**config.mk**
```make
export PLATFORM = sky130hd
export DESIGN_NAME = add_instruction_execute
export DESIGN_NICKNAME = d
export VERILOG_FILES = /design/src/include/add_exec_pkg.sv /design/src/rtl/add_exec_adder.sv /design/src/rtl/add_exec_addr.sv /design/src/rtl/add_instruction_execute.sv
export VERILOG_INCLUDE_DIRS = /design/src /design/src/include
export SDC_FILE = /design/constraint.sdc
export NUM_CORES = 1
export LEC_CHECK = 0
export BUFFER_PORTS_ARGS = -buffer_cell sky130_fd_sc_hd__buf_2
export CORE_MARGIN = 4
export CORE_UTILIZATION = 50
export DETAILED_ROUTE_END_ITERATION = 10
export HOLD_SLACK_MARGIN = 0.06
export PLACE_DENSITY = 0.77
export SLEW_MARGIN = 20
export SYNTH_ARGS = -nofsm -noshare
export SYNTH_HDL_FRONTEND = slang
export SYNTH_SLANG_ARGS = --single-unit
```
**constraint.sdc**
```tcl
create_clock -name i_core_clk -period 2.1 [get_ports i_core_clk]
set_input_delay 0.42 -clock i_core_clk [delete_from_list [all_inputs] [get_ports i_core_clk]]
set_output_delay 0.42 -clock i_core_clk [all_outputs]
set_load 0.02 [all_outputs]
```
**src/include/add_exec_map.svh**
```systemverilog
`ifndef ADD_EXEC_MAP_SVH
`define ADD_EXEC_MAP_SVH

// Register word addresses on the Avalon-MM slave.
`define REG_CTRL        4'h0
`define REG_INSTR       4'h1
`define REG_ACC         4'h2
`define REG_BANK        4'h3
`define REG_FLAGS       4'h4
`define REG_BASE        4'h5
`define REG_STATE       4'h6

// Field positions.
`define CTRL_EXT_BIT    0
`define STATE_BUSY_BIT  0
`define STATE_ILL_BIT   1
`define FLAG_C_BIT      0
`define FLAG_DC_BIT     1
`define FLAG_Z_BIT      2
`define FLAG_OV_BIT     3
`define FLAG_N_BIT      4

// Reset values.
`define RST_ACC         8'h00
`define RST_BANK        4'h0
`define RST_BASE        12'h000
`define RST_INSTR       16'h0000

// Opcode patterns and addressing limits.
`define OP_LIT_ACC      8'h0f
`define OP_ACC_FILE     6'h09
`define ACCESS_SPLIT    8'h5f
`define ACCESS_HI_BANK  4'hf
`define ACCESS_LO_BANK  4'h0

`endif

```
**src/include/add_exec_pkg.sv**
```systemverilog
package add_exec_pkg;

   // Phases of one instruction cycle, idle between instructions.
   typedef enum logic [2:0] {PH_IDLE, PH_Q1, PH_Q2, PH_Q3, PH_Q4} phase_e;

   // Arithmetic status flags.
   typedef struct packed {
      logic n;
      logic ov;
      logic z;
      logic dc;
      logic c;
   } flags_s;

   // Request to the banked data memory.
   typedef struct packed {
      logic [11:0] addr;
      logic        rd;
      logic        we;
      logic [7:0]  wdata;
   } mem_req_s;

endpackage : add_exec_pkg

```
**src/rtl/add_exec_adder.sv**
```systemverilog
`timescale 1ns/10ps
// ----------------------------------------------------------------
// Eight-bit adder with status flags
// ----------------------------------------------------------------
module add_exec_adder
   import add_exec_pkg::*;
(
   // Operands.
   input  wire logic [7:0]           i_a,
   input  wire logic [7:0]           i_b,
   // Result.
   output logic [7:0]                o_sum,
   output add_exec_pkg::flags_s      o_flags
);

   logic [8:0] full;
   logic [4:0] low;

   // The nibble sum is kept apart so the digit carry is read straight off its bit 4.
   always_comb
   begin
      full          = {1'b0, i_a} + {1'b0, i_b};
      low           = {1'b0, i_a[3:0]} + {1'b0, i_b[3:0]};
      o_sum         = full[7:0];
      o_flags.c     = full[8];
      o_flags.dc    = low[4];
      o_flags.z     = (full[7:0] == 8'h00);
      o_flags.n     = full[7];
      // Overflow: like signs in, other sign out.
      o_flags.ov    = (i_a[7] == i_b[7]) && (full[7] != i_a[7]);
   end

endmodule : add_exec_adder

```
**src/rtl/add_exec_addr.sv**
```systemverilog
`timescale 1ns/10ps
`include "add_exec_map.svh"
// ----------------------------------------------------------------
// File operand address resolution
// ----------------------------------------------------------------
module add_exec_addr
   import add_exec_pkg::*;
(
   // Operand fields.
   input  wire logic [7:0]           i_file,
   input  wire logic                 i_bank_sel,
   // Addressing state.
   input  wire logic [3:0]           i_bank,
   input  wire logic                 i_ext_en,
   input  wire logic [11:0]          i_base,
   // Resolved data memory address.
   output logic [11:0]               o_addr
);

   // Bank mode wins; otherwise indexed or plain access bank.
   always_comb
   begin
      if (i_bank_sel)
         o_addr = {i_bank, i_file};
      else if (i_ext_en && (i_file <= `ACCESS_SPLIT))
         o_addr = i_base + {4'h0, i_file};
      else if (i_file > `ACCESS_SPLIT)
         o_addr = {`ACCESS_HI_BANK, i_file};
      else
         o_addr = {`ACCESS_LO_BANK, i_file};
   end

endmodule : add_exec_addr

```
**src/rtl/add_instruction_execute.sv**
```systemverilog
`timescale 1ns/10ps
`include "add_exec_map.svh"
// Function
// - Destination bit clear: sum into accumulator.
// - Destination bit set: sum into file.
// - Access select clear: use access bank.
// - Access select set: bank register picks bank.
// - Extended set, low addresses: indexed offset.
module add_instruction_execute
   import add_exec_pkg::*;
(
   // Clock and reset.
   input  wire logic                 i_core_clk,
   input  wire logic                 i_nrst,
   // Avalon-MM slave.
   input  wire logic [3:0]           i_address,
   input  wire logic                 i_read,
   input  wire logic                 i_write,
   input  wire logic [3:0]           i_byteenable,
   input  wire logic [31:0]          i_writedata,
   output logic [31:0]               o_readdata,
   output logic                      o_waitrequest,
   // Data memory.
   output add_exec_pkg::mem_req_s    o_mem,
   input  wire logic [7:0]           i_mem_rdata,
   // Status.
   output logic                      o_busy
);

   // ----------------------------------------------------------------
   // State
   // ----------------------------------------------------------------
   phase_e      phase_reg,  phase_next;
   logic [15:0] instr_reg,  instr_next;
   logic [7:0]  opnd_reg,   opnd_next;
   logic [7:0]  res_reg,    res_next;
   flags_s      rflags_reg, rflags_next;
   mem_req_s    mem_reg,    mem_next;
   logic [7:0]  acc_reg,    acc_next;
   logic [3:0]  bank_reg,   bank_next;
   flags_s      flags_reg,  flags_next;
   logic        ext_reg,    ext_next;
   logic [11:0] base_reg,   base_next;
   logic        ill_reg,    ill_next;
   logic        ack_reg,    ack_next;
   logic [31:0] rdata_reg,  rdata_next;

   logic [7:0]  sum;
   flags_s      sum_flags;
   logic [11:0] file_addr;
   logic        is_lit;
   logic        is_file;
   logic        dest_file;
   logic        bank_sel;
   logic [7:0]  file_f;
   logic        wr_take;
   logic        instr_take;

   // Byte-lane merge of a written word into a stored one.
   function automatic logic [31:0] merge(input logic [31:0] old_v,
                                         input logic [31:0] new_v,
                                         input logic [3:0]  be);
      logic [31:0] r;
      r = old_v;
      for (int i = 0; i < 4; i++)
      begin
         if (be[i])
            r[i*8 +: 8] = new_v[i*8 +: 8];
      end
      return r;
   endfunction : merge

   // ----------------------------------------------------------------
   // Decode
   // ----------------------------------------------------------------
   // Fields come from the latched opcode so they hold for all phases.
   assign is_lit    = (instr_reg[15:8] == `OP_LIT_ACC);
   assign is_file   = (instr_reg[15:10] == `OP_ACC_FILE);
   assign dest_file = instr_reg[9];
   assign bank_sel  = instr_reg[8];
   assign file_f    = instr_reg[7:0];
   assign o_busy    = (phase_reg != PH_IDLE);
   assign o_mem     = mem_reg;

   add_exec_adder u_adder (
      .i_a     (acc_reg),
      .i_b     (opnd_reg),
      .o_sum   (sum),
      .o_flags (sum_flags)
   );

   add_exec_addr u_addr (
      .i_file     (file_f),
      .i_bank_sel (bank_sel),
      .i_bank     (bank_reg),
      .i_ext_en   (ext_reg),
      .i_base     (base_reg),
      .o_addr     (file_addr)
   );

   // ----------------------------------------------------------------
   // Avalon-MM slave
   // ----------------------------------------------------------------
   // Every access waits one cycle so read data comes from a flop.
   // Writes also wait while an instruction runs, which keeps software
   // from racing the execution unit on the accumulator or flags.
   always_comb
   begin
      ack_next   = (i_read || i_write) && !ack_reg && !(i_write && o_busy);
      rdata_next = 32'h0000_0000;
      unique case (i_address)
         `REG_CTRL:  rdata_next[`CTRL_EXT_BIT] = ext_reg;
         `REG_INSTR: rdata_next[15:0] = instr_reg;
         `REG_ACC:   rdata_next[7:0] = acc_reg;
         `REG_BANK:  rdata_next[3:0] = bank_reg;
         `REG_FLAGS: rdata_next[4:0] = flags_reg;
         `REG_BASE:  rdata_next[11:0] = base_reg;
         `REG_STATE:
         begin
            rdata_next[`STATE_BUSY_BIT] = o_busy;
            rdata_next[`STATE_ILL_BIT]  = ill_reg;
         end
         default:    rdata_next = 32'h0000_0000;
      endcase
   end

   always_ff @(posedge i_core_clk or negedge i_nrst)
   begin
      if (!i_nrst)
      begin
         ack_reg   <= 1'b0;
         rdata_reg <= 32'h0000_0000;
      end
      else
      begin
         ack_reg   <= ack_next;
         rdata_reg <= rdata_next;
      end
   end

   assign o_waitrequest = (i_read || i_write) && !ack_reg;
   assign o_readdata    = rdata_reg;
   assign wr_take       = i_write && ack_reg;
   assign instr_take    = wr_take && (i_address == `REG_INSTR);

   // ----------------------------------------------------------------
   // Instruction sequencer
   // ----------------------------------------------------------------
   always_comb
   begin
      phase_next  = phase_reg;
      instr_next  = instr_reg;
      opnd_next   = opnd_reg;
      res_next    = res_reg;
      rflags_next = rflags_reg;
      mem_next    = mem_reg;
      unique case (phase_reg)
         PH_IDLE:
         begin
            if (instr_take)
            begin
               instr_next = 16'(merge({16'h0000, instr_reg}, i_writedata, i_byteenable));
               phase_next = PH_Q1;
            end
         end
         PH_Q1:
         begin
            if (is_lit || is_file)
            begin
               mem_next.addr = file_addr;
               mem_next.rd   = is_file;
               phase_next    = PH_Q2;
            end
            else
               phase_next = PH_IDLE;
         end
         PH_Q2:
         begin
            opnd_next   = is_file ? i_mem_rdata : file_f;
            mem_next.rd = 1'b0;
            phase_next  = PH_Q3;
         end
         PH_Q3:
         begin
            res_next       = sum;
            rflags_next    = sum_flags;
            mem_next.we    = is_file && dest_file;
            mem_next.wdata = sum;
            phase_next     = PH_Q4;
         end
         PH_Q4:
         begin
            mem_next.we = 1'b0;
            phase_next  = PH_IDLE;
         end
      endcase
   end

   always_ff @(posedge i_core_clk or negedge i_nrst)
   begin
      if (!i_nrst)
      begin
         phase_reg  <= PH_IDLE;
         instr_reg  <= `RST_INSTR;
         opnd_reg   <= 8'h00;
         res_reg    <= 8'h00;
         rflags_reg <= '0;
         mem_reg    <= '0;
      end
      else
      begin
         phase_reg  <= phase_next;
         instr_reg  <= instr_next;
         opnd_reg   <= opnd_next;
         res_reg    <= res_next;
         rflags_reg <= rflags_next;
         mem_reg    <= mem_next;
      end
   end

   // ----------------------------------------------------------------
   // Architectural registers
   // ----------------------------------------------------------------
   // Software and the sequencer never write in the same cycle, since
   // bus writes are held off while busy.
   always_comb
   begin
      acc_next   = acc_reg;
      bank_next  = bank_reg;
      flags_next = flags_reg;
      ext_next   = ext_reg;
      base_next  = base_reg;
      ill_next   = ill_reg;
      if (wr_take)
      begin
         unique case (i_address)
            `REG_CTRL:  ext_next = i_byteenable[0] ? i_writedata[`CTRL_EXT_BIT] : ext_reg;
            `REG_ACC:   acc_next = 8'(merge({24'h0, acc_reg}, i_writedata,
                                            i_byteenable));
            `REG_BANK:  bank_next = 4'(merge({28'h0, bank_reg}, i_writedata,
                                             i_byteenable));
            `REG_FLAGS: flags_next = 5'(merge({27'h0, flags_reg}, i_writedata,
                                              i_byteenable));
            `REG_BASE:  base_next = 12'(merge({20'h0, base_reg}, i_writedata,
                                              i_byteenable));
            default:    ;
         endcase
      end
      // An opcode that is neither add is dropped and flagged.
      if (phase_reg == PH_Q1)
         ill_next = !(is_lit || is_file);
      if (phase_reg == PH_Q4)
      begin
         flags_next = rflags_reg;
         if (is_lit || !dest_file)
            acc_next = res_reg;
      end
   end

   always_ff @(posedge i_core_clk or negedge i_nrst)
   begin
      if (!i_nrst)
      begin
         acc_reg   <= `RST_ACC;
         bank_reg  <= `RST_BANK;
         flags_reg <= '0;
         ext_reg   <= 1'b0;
         base_reg  <= `RST_BASE;
         ill_reg   <= 1'b0;
      end
      else
      begin
         acc_reg   <= acc_next;
         bank_reg  <= bank_next;
         flags_reg <= flags_next;
         ext_reg   <= ext_next;
         base_reg  <= base_next;
         ill_reg   <= ill_next;
      end
   end

   // ----------------------------------------------------------------
   // Assertions
   // ----------------------------------------------------------------
   property p_acc_dest;
      @(posedge i_core_clk) disable iff (!i_nrst)
      (phase_reg == PH_Q4 && is_file && !dest_file)
      |=> (acc_reg == $past(res_reg)) && !o_mem.we;
   endproperty
   a_acc_dest: assert property (p_acc_dest)
      else $error("Accumulator did not take the sum.");

   property p_file_dest;
      @(posedge i_core_clk) disable iff (!i_nrst)
      (phase_reg == PH_Q4 && is_file && dest_file)
      |-> (o_mem.we && o_mem.wdata == res_reg) ##1 $stable(acc_reg);
   endproperty
   a_file_dest: assert property (p_file_dest)
      else $error("File write-back wrong or accumulator changed.");

   property p_access_bank;
      @(posedge i_core_clk) disable iff (!i_nrst)
      (phase_reg == PH_Q2 && is_file && !bank_sel
       && !(ext_reg && file_f <= `ACCESS_SPLIT))
      |-> o_mem.rd && o_mem.addr == {(file_f > `ACCESS_SPLIT) ?
          `ACCESS_HI_BANK : `ACCESS_LO_BANK, file_f};
   endproperty
   a_access_bank: assert property (p_access_bank)
      else $error("Access bank address wrong.");

   property p_bank_reg;
      @(posedge i_core_clk) disable iff (!i_nrst)
      (phase_reg == PH_Q2 && is_file && bank_sel)
      |-> o_mem.rd && o_mem.addr == {bank_reg, file_f};
   endproperty
   a_bank_reg: assert property (p_bank_reg)
      else $error("Banked address wrong.");

   property p_indexed;
      @(posedge i_core_clk) disable iff (!i_nrst)
      (phase_reg == PH_Q2 && is_file && !bank_sel && ext_reg
       && file_f <= `ACCESS_SPLIT)
      |-> o_mem.addr == base_reg + {4'h0, file_f};
   endproperty
   a_indexed: assert property (p_indexed)
      else $error("Indexed address wrong.");

   property p_one_cycle;
      @(posedge i_core_clk) disable iff (!i_nrst)
      (phase_reg == PH_Q1 && (is_lit || is_file))
      |=> phase_reg == PH_Q2 ##1 phase_reg == PH_Q3 ##1 phase_reg == PH_Q4
          ##1 phase_reg == PH_IDLE;
   endproperty
   a_one_cycle: assert property (p_one_cycle)
      else $error("Instruction did not finish in four phases.");

   property p_flags;
      @(posedge i_core_clk) disable iff (!i_nrst)
      (phase_reg == PH_Q3 && is_lit)
      ##1 (phase_reg == PH_Q4) |=> flags_reg == $past(rflags_reg, 1)
          && acc_reg == $past(res_reg, 1);
   endproperty
   a_flags: assert property (p_flags)
      else $error("Literal add did not update flags and accumulator.");

endmodule : add_instruction_execute

```
# Yosys cells after proc, flatten, opt, wreduce, memory -nomap -nowiden
# Index checks and enable logic that the tools add are counted.
# word_totals
inputBits,52
ff_bits,102
word_cells,106
output_inout_bits,56
# classes
n_mux,26
n_lt_le_gt_ge,2
n_eq_ne,16
add_sub_neg,3
n_reduce_logical,33
# ops
operator,n
$mux 8,6
$mux 12,3
$reduce_and 3->1,7
$mux 5,4
$pmux 3 s5,1
$add 12x8->12,1
$eq 4x3->1 const B,3
$pmux 2 s5,1
$reduce_bool 2->1,5
$add 8x8->9,1
$pmux 3 s3,1
$eq 4x2->1 const B,2
$eq 8x4->1 const B,1
$gt 8x7->1 const B,1
$le 8x7->1 const B,1
$logic_and 1x1->1,8
$logic_not 8->1,1
$pmux 4 s2,1
$pmux 1 s7,1
$eq 3x2->1 const B,2
$eq 6x4->1 const B,1
$pmux 1 s6,1
$add 4x4->5,1
$eq 4x1->1 const B,1
other kinds (17),25

# Depth between registers and ports, before layout
# Gate-level depths: netlist (run 1).
# logic_depth
ltp_word,5
depth_mapped,9
depth_no_buf,9

# Cells and area by module
# Synthesis (run 1) repeated with hierarchy kept, for this count alone.
# unflattened
cells_unflattened,487
hier_area_um2,5476.5
# by_module_without_submodules
module,area_each_um2,instances,seq_area_each_um2,cells_each
add_instruction_execute,4446.8,1,2552.4,345
add_exec_addr,615.6,1,0.0,89
add_exec_adder,414.1,1,0.0,53

# Least setup slack after synthesis (run 1)
# OpenSTA, ideal clock, no wires.
# synth_path
kind,reg2reg
startpoint,register opnd_reg[1]
endpoint,register rflags_reg[2] (netlist bit)
path_slack_ps,41
path_stages_with_launch,8
arrival_time_ps,1937
period_less_slack_ps,2059
n_path_buf,0
setup_ps,122
t_required_ps,1978
path_cell_list,dfrtp_1 ha_1 a211oi_1 nor2_1 or4_1 a21oi_1 xor2_1 a32o_1
# synth_between
elab_chain_len,2
# synth_lines
item,line,source
start: declaration,add_instruction_execute.sv:35,"logic [7:0] opnd_reg, opnd_next;"
start signal: assignment,add_instruction_execute.sv:214,opnd_reg <= opnd_next;
$add 8x8->9,add_exec_adder.sv:22,"full = {1'b0, i_a} + {1'b0, i_b};"
$logic_not 8->1,add_exec_adder.sv:27,o_flags.z = (full[7:0] == 8'h00);
end signal: assignment,add_instruction_execute.sv:216,rflags_reg <= rflags_next;
end: declaration,add_instruction_execute.sv:37,"flags_s rflags_reg, rflags_next;"
# No other way between the ends.
# A chain may end at the register's enable or synchronous reset.

# Worst setup path after layout (run 1)
# layout_path
startpoint,register base_reg[0]
endpoint,"register mem_reg, in the netlist o_mem[20]"
# layout_between
elab_chain_len,3
# layout_lines
item,line,source
start: declaration,add_instruction_execute.sv:43,"logic [11:0] base_reg, base_next;"
start signal: assignment,add_instruction_execute.sv:268,base_reg <= `RST_BASE;
start signal: assignment,add_instruction_execute.sv:277,base_reg <= base_next;
$add 12x8->12,add_exec_addr.sv:26,"o_addr = i_base + {4'h0, i_file};"
$mux 12,add_exec_addr.sv:25,else if (i_ext_en && (i_file <= `ACCESS_SPLIT))
$mux 12,add_exec_addr.sv:23,if (i_bank_sel)
end signal: assignment,add_instruction_execute.sv:217,mem_reg <= mem_next;
end: declaration,add_instruction_execute.sv:38,"mem_req_s mem_reg, mem_next;"
# No other way between the ends.

==> results.json, run 1 <==
{
  "muxShareOfSynthArea_pct": 11.9,
  "synth-adder-area-share_pct": 4.62,
  "cts_tree": "yes",
  "antenna_found_initial": 0,
  "route.detailed.drc": 0,
  "final_util_pct": 63.8,
  "clock_skew_ns": 0.0106,
  "wl_per_cell_um": 17.5,
  "hpwl_um": 9960,
  "syn_area_um2": 5200,
  "leakage_nw": 3.16,
  "grt_pass1_vias": 4174,
  "final_cell_count_no_fill": 759,
  "clock_sinks": 101,
  "r2r_cells": 9,
  "coreArea_um2": 9950,
  "p_sw_share_pct": 36.6,
  "worstSetupEndpointType": "register",
  "power_density_nw_per_um2": 978,
  "r2r-end": "o_mem[20]",
  "r2r_slack_ns": -0.02,
  "finalSetupViolCount": 2,
  "worst_slew_pin_slew_ns": 0.644,
  "routed_via_density": 5.56,
  "worstHoldPathType": "primary input to register",
  "switchingPower_mw": 2.27,
  "grt_start_max_net_pins": 35,
  "synth_edf_count": 0,
  "arrival_ns": 2.45,
  "maxCapViolCount": 0,
  "overflow": 0,
  "r2r-start": "base_reg[0]",
  "min_from": "i_writedata[15]",
  "failed_checks": "negative setup slack",
  "gp_congestion": 0.869,
  "place.port_buffers": 73,
  "ys.flop_type": "dfrtp_1",
  "grt_pass1_wl_um": 20600,
  "fin_crit_sh_pct": 101,
  "place_area_um2": 5940,
  "startpoint_type": "register",
  "htreeDepth": 3,
  "pwr-share-seq_pct": 42.2,
  "ys_ff_latch": 101,
  "fin_area_um2": 6350,
  "dp_cells": 731,
  "synth-compound-area-share_pct": 13.7,
  "fmaxAchievable_ghz": 0.471,
  "start_util_pct": 52.3,
  "std_cell_rows": 36,
  "avgSynthCellArea_um2": 10.4,
  "area_delta_synth_final_pct": 22.0,
  "yosysSeqAreaShare_pct": 48.6,
  "fin_crit_ns": 2.12,
  "drt_iter0_markers": 254,
  "syn-instance-count": 500,
  "ys.warnings.count": 0,
  "comb_power_share_pct": 37.1,
  "p_int_mw": 3.94,
  "setup_tns_ns": -0.0494,
  "root_buffer": "clkbuf_8",
  "ant_nets": 0,
  "slew_headroom_pct": 57.1,
  "rsz0062_at_grt": "yes",
  "worstPathRequired_ns": 2.42,
  "hold_ws_ns": 0.280,
  "die_y_um": 110,
  "num_vias": 4217,
  "clockPowerShare_pct": 20.7,
  "clk_pin_slew_ns": 0.10,
  "maxSlewViolCount": 0,
  "final_nets": 691,
  "async_flop_share_pct": 100,
  "drive_above_1_share_pct": 32.4,
  "n_fill_cell": 763,
  "hold_depth": 2,
  "die_area_um2": 12100,
  "setup_ws_ns": -0.0250,
  "grt_use_total_pct": 22.2,
  "ios": 108,
  "synthSimpleGateAreaFrac_pct": 13.7,
  "largest_reg_flops": 21,
  "clk_latency_ns": 0.37,
  "cts_buffer_depth": 2,
  "synth_cell_type_count": 59,
  "place_ws_ns": -0.133,
  "cts_buffers": 9,
  "total_power_mw": 6.21,
  "outcome": "complete, but fails checks",
  "drt_wl_total_um": 13300,
  "synth-xor-area-share_pct": 2.02,
  "crit_type": "register to register",
  "final_hold_viol_count": 0,
  "die_x_um": 110,
  "holdPathEnd": "instr_reg[15]",
  "peakVddDrop_v": 0.000544,
  "synth_top_family_by_area": "compound AO/OA/AOI/OAI gates",
  "diodes": 0,
  "crit_fanout": 3,
  "drtPass1Iterations": 5
}
worst max-delay path by stage:
stage	start	endpoint	slack (ns)	cells after the start
6_report	base_reg[0]	o_mem[20]	-0.02	9
5_1_grt	base_reg[0]	o_mem[20]	-0.13	9
4_1_cts	base_reg[0]	o_mem[20]	-0.03	9
3_5_place_dp	instr_reg[0]	o_mem[20]	-0.13	10
3_3_place_gp	instr_reg[0]	o_mem[20]	-0.07	10
2_1_floorplan	opnd_reg[1]	rflags_reg[2]	0.04	7
cell type report:
class,instances,area [um^2],area share [%]
clock buffers,10,138,2.17
clock inverters,6,71.3,1.12
inverters,16,60.1,0.946
multi-input cells,363,2550,40.2
flip-flops and latches,101,2530,39.8
well taps,133,166,2.62
repair buffers,130,835,13.1
cell usage in the layout (no fill, tap or decap), types with 3 or more instances in the layout:
| cell type | Yosys | routed |
|---|---|---|
| ha_1 | 16 | 13 |
| mux2i_1 | 26 | 26 |
| mux2_2 | 32 | 32 |
| clkbuf_8 | 0 | 10 |
| a21oi_2 | 0 | 4 |
| nand3_1 | 5 | 5 |
| buf_6 | 1 | 3 |
| nor2b_1 | 5 | 4 |
| inv_1 | 16 | 15 |
| nor2_1 | 48 | 48 |
| a21o_1 | 4 | 4 |
| conb_1 | 1 | 16 |
| and3_1 | 5 | 5 |
| buf_4 | 19 | 52 |
| xor2_1 | 8 | 8 |
| o21ai_1 | 6 | 8 |
| o21ai_0 | 28 | 25 |
| and2_1 | 6 | 6 |
| nand2_1 | 45 | 45 |
| dfrtp_1 | 101 | 101 |
| buf_2 | 6 | 72 |
| a22o_1 | 4 | 4 |
| o211ai_1 | 4 | 4 |
| a21oi_1 | 36 | 31 |
| nor3_1 | 8 | 8 |
| o21a_1 | 5 | 5 |
| xnor2_1 | 4 | 4 |
| a222oi_1 | 6 | 6 |
per-layer routing:
layer / global-route usage (%) / up-vias / share of wire (%)
met5: 0 / - / 0
met4: 8.01 / 0 / 2.3
met3: 4.25 / 23 / 7.0
met2: 37.3 / 169 / 49
met1: 28.6 / 2034 / 42
li1: - / 1991 / -
power by group through the flow:
stage	logic, mW	registers (mW)	clock network [mW]
after floorplan	1.28	2.66	0
after global placement	1.97	2.62	0
after detailed placement	2.06	2.64	0
after CTS	2.15	2.60	1.30
after global routing	2.54	2.66	1.40
final	2.31	2.62	1.29
cell families (layout without fill, tap and decap cells):
family	count (synthesis)	after routing
compound gates	114	114
xor+xnor	12	12
fa+ha+maj	18	18
buf+inv	51	162
flops	101	101
mux	58	58
other cells	1	16
simple gates	145	145
synth_stat cells (all sizes together) (5+ instances only):
cell type	instances	share of area (%)
a21oi	36	3.5
a222oi	6	1.2
and2	6	0.72
and3	6	0.75
buf	26	3.5
clkbuf	9	0.65
dfrtp	101	49
ha	16	3.8
inv	16	1.2
mux2	32	6.9
mux2i	26	5.0
nand2	45	3.2
nand3	6	0.67
nor2	49	3.6
nor2b	5	0.60
nor3	9	0.96
o21a	5	0.72
o21ai	34	3.3
xor2	8	1.3
repair_timing:
action,4_1_cts,5_1_grt
buffers inserted,6,7
resized for setup,13,15
pin swaps,10,19
endpoints found under the hold margin,29,0
endpoints found under the setup margin,10,10
hold buffers,1,0
critical path, stage by stage, from the launching register on:
cell	delay [ns]
dfrtp_1	0.38
ha_2	0.20
inv_2	0.04
fa_2	0.36
nor2b_4	0.13
o31a_1	0.22
o32ai_4	0.12
or3_1	0.35
a21oi_2	0.14
o22a_1	0.13
Power figures use the tool's default switching activity.
==> run 2: changes to the inputs <==
--- a/config.mk
+++ b/config.mk
@@ -9,6 +9,7 @@
 export BUFFER_PORTS_ARGS = -buffer_cell sky130_fd_sc_hd__buf_2
 export CORE_MARGIN = 4
 export CORE_UTILIZATION = 50
+export CTS_BUF_LIST = sky130_fd_sc_hd__clkbuf_4
 export DETAILED_ROUTE_END_ITERATION = 10
 export HOLD_SLACK_MARGIN = 0.06
 export PLACE_DENSITY = 0.77
==> results.json, run 2 (synthesis gave the netlist of run 1 again) <==
{
  "setup_tns_ns": -0.0334,
  "start_util_pct": 52.3,
  "clock_sinks": 101,
  "total_power_mw": 5.96,
  "crit_fanout": 3,
  "startpoint_type": "register",
  "num_vias": 4234,
  "leakage_nw": 3.13,
  "area_delta_synth_final_pct": 21.0,
  "ant_nets": 0,
  "outcome": "complete, but fails checks",
  "fmaxAchievable_ghz": 0.469,
  "routed_via_density": 5.57,
  "die_x_um": 110,
  "peakVddDrop_v": 0.000546,
  "fin_crit_ns": 2.13,
  "rsz0062_at_grt": "yes",
  "clk_latency_ns": 0.48,
  "n_fill_cell": 781,
  "ios": 108,
  "overflow": 0,
  "slew_headroom_pct": 55.2,
  "hold_depth": 3,
  "r2r_slack_ns": -0.03,
  "worst_slew_pin_slew_ns": 0.672,
  "drive_above_1_share_pct": 32.6,
  "grt_use_total_pct": 22.1,
  "holdPathEnd": "instr_reg[8]",
  "coreArea_um2": 9950,
  "min_from": "i_writedata[8]",
  "cpPeakStageDelay_ns": 0.40,
  "drtPass1Iterations": 7,
  "std_cell_rows": 36,
  "final_cell_mix": "dfrtp_1 (100), buf_2 (72), buf_4 (51)",
  "largest_reg_flops": 21,
  "place_ws_ns": -0.133,
  "htreeDepth": 3,
  "critical-path-slowest-cell": "dfrtp_1",
  "fin_crit_sh_pct": 102,
  "final_nets": 691,
  "final_hold_viol_count": 0,
  "die_area_um2": 12100,
  "r2r-end": "o_mem[20]",
  "top_layer": "met4",
  "crit_type": "register to register",
  "worstPathRequired_ns": 2.54,
  "die_y_um": 110,
  "grt_start_max_net_pins": 35,
  "wl_met1_um": 5480,
  "finalSetupViolCount": 1,
  "maxCapViolCount": 0,
  "failed_checks": "negative setup slack",
  "layout_commonest_cell": "dfrtp_1",
  "gp_congestion": 0.869,
  "worstSetupEndpointType": "register",
  "hpwl_um": 9960,
  "dp_cells": 731,
  "cts_buffers": 9,
  "arrival_ns": 2.57,
  "setup_ws_ns": -0.0334,
  "root_buffer": "clkbuf_4",
  "wl_per_cell_um": 17.3,
  "routed-wl-met3_um": 847,
  "maxSlewViolCount": 0,
  "route.detailed.drc": 0,
  "drt_iter0_markers": 258,
  "place.port_buffers": 73,
  "cts_tree": "yes",
  "cts_buffer_depth": 2,
  "final_cell_count_no_fill": 760,
  "worstHoldPathType": "primary input to register",
  "grt_pass1_vias": 4202,
  "hold_ws_ns": 0.162,
  "antenna_found_initial": 0,
  "wl_met2_um": 6330,
  "drt_wl_total_um": 13100,
  "clock_skew_ns": 0.0141,
  "clk_pin_slew_ns": 0.16,
  "power_density_nw_per_um2": 947,
  "grt_pass1_wl_um": 20500,
  "r2r_cells": 9,
  "r2r-start": "base_reg[0]",
  "crit_chain": "ha_2 > inv_2 > fa_2 > nor2b_4 > o31a_1 > o32ai_4 > or3_1 > a21oi_2 > o22a_1"
}
## run 2: cell types whose count changed in the layout (fill, tap and decap cells not counted)
| cell | previous run | this run |
|---|---|---|
| dfrtp_1 | 101 | 100 |
| buf_6 | 3 | 4 |
| buf_4 | 52 | 51 |
| dfrtp_2 | 0 | 1 |
| clkinv_1 | 0 | 1 |
| nor3_2 | 1 | 2 |
| nor3_1 | 8 | 7 |
| clkbuf_8 | 10 | 0 |
| diode_2 | 0 | 1 |
| clkbuf_4 | 0 | 9 |
## run 2: power by group
part           switching, mW  internal, mW  total (mW)
sequential             0.310          2.31        2.62
clock                  0.667         0.367        1.03
combinational           1.26          1.05        2.31
## run 2: repair_timing
item,4_1_cts,5_1_grt
buffers inserted,7,6
hold buffers,1,0
endpoints found under the hold margin,29,0
setup endpoints to repair,11,11
pin swaps,10,21
resized for setup,13,18
## run 2: area by class of cell
cell class | instances | area, um^2 | area share (%)
Multi-Input combinational cell | 363 | 2560 | 40.6
Sequential cell | 101 | 2530 | 40.2
Timing Repair Buffer | 130 | 838 | 13.3
Tap cell | 133 | 166 | 2.64
Clock inverter | 7 | 75.1 | 1.19
Clock buffer | 9 | 67.6 | 1.07
Inverter | 16 | 60.1 | 0.954
Antenna cell | 1 | 2.50 | 0.0398
## run 2: per-stage QoR
step / utilization, % / instance area, um^2
finish: 63.2 / 6290
global route: 63.2 / 6290
CTS: 62.1 / 6180
detailed placement: 59.7 / 5940
global placement: 59.7 / 5940
floorplan: - / 5260
## run 2: how the worst max path moves through the flow
stage                      start            end  slack, ns  cells past startpoint
floorplan            opnd_reg[1]  rflags_reg[2]       0.04                      7
detailed placement  instr_reg[0]      o_mem[20]      -0.13                     10
global route         base_reg[0]      o_mem[20]      -0.14                      9
global placement    instr_reg[0]      o_mem[20]      -0.07                     10
finish               base_reg[0]      o_mem[20]      -0.03                      9
CTS                  base_reg[0]      o_mem[20]      -0.04                      9
## run 2: critical path, delay by kind of cell (launching register included)
| family | cells | cell delay, ns |
|---|---|---|
| compound gates | 4 | 0.62 |
| fa+ha+maj | 2 | 0.55 |
| buf+inv | 1 | 0.04 |
| flops | 1 | 0.40 |
| simple gates | 2 | 0.49 |
## run 2: metal layers
metal / track usage [%] / up-vias
li1: - / 1994
met1: 28.8 / 2044
met2: 36.8 / 161
met3: 2.80 / 35
met4: 10.7 / 0
met5: 0 / -
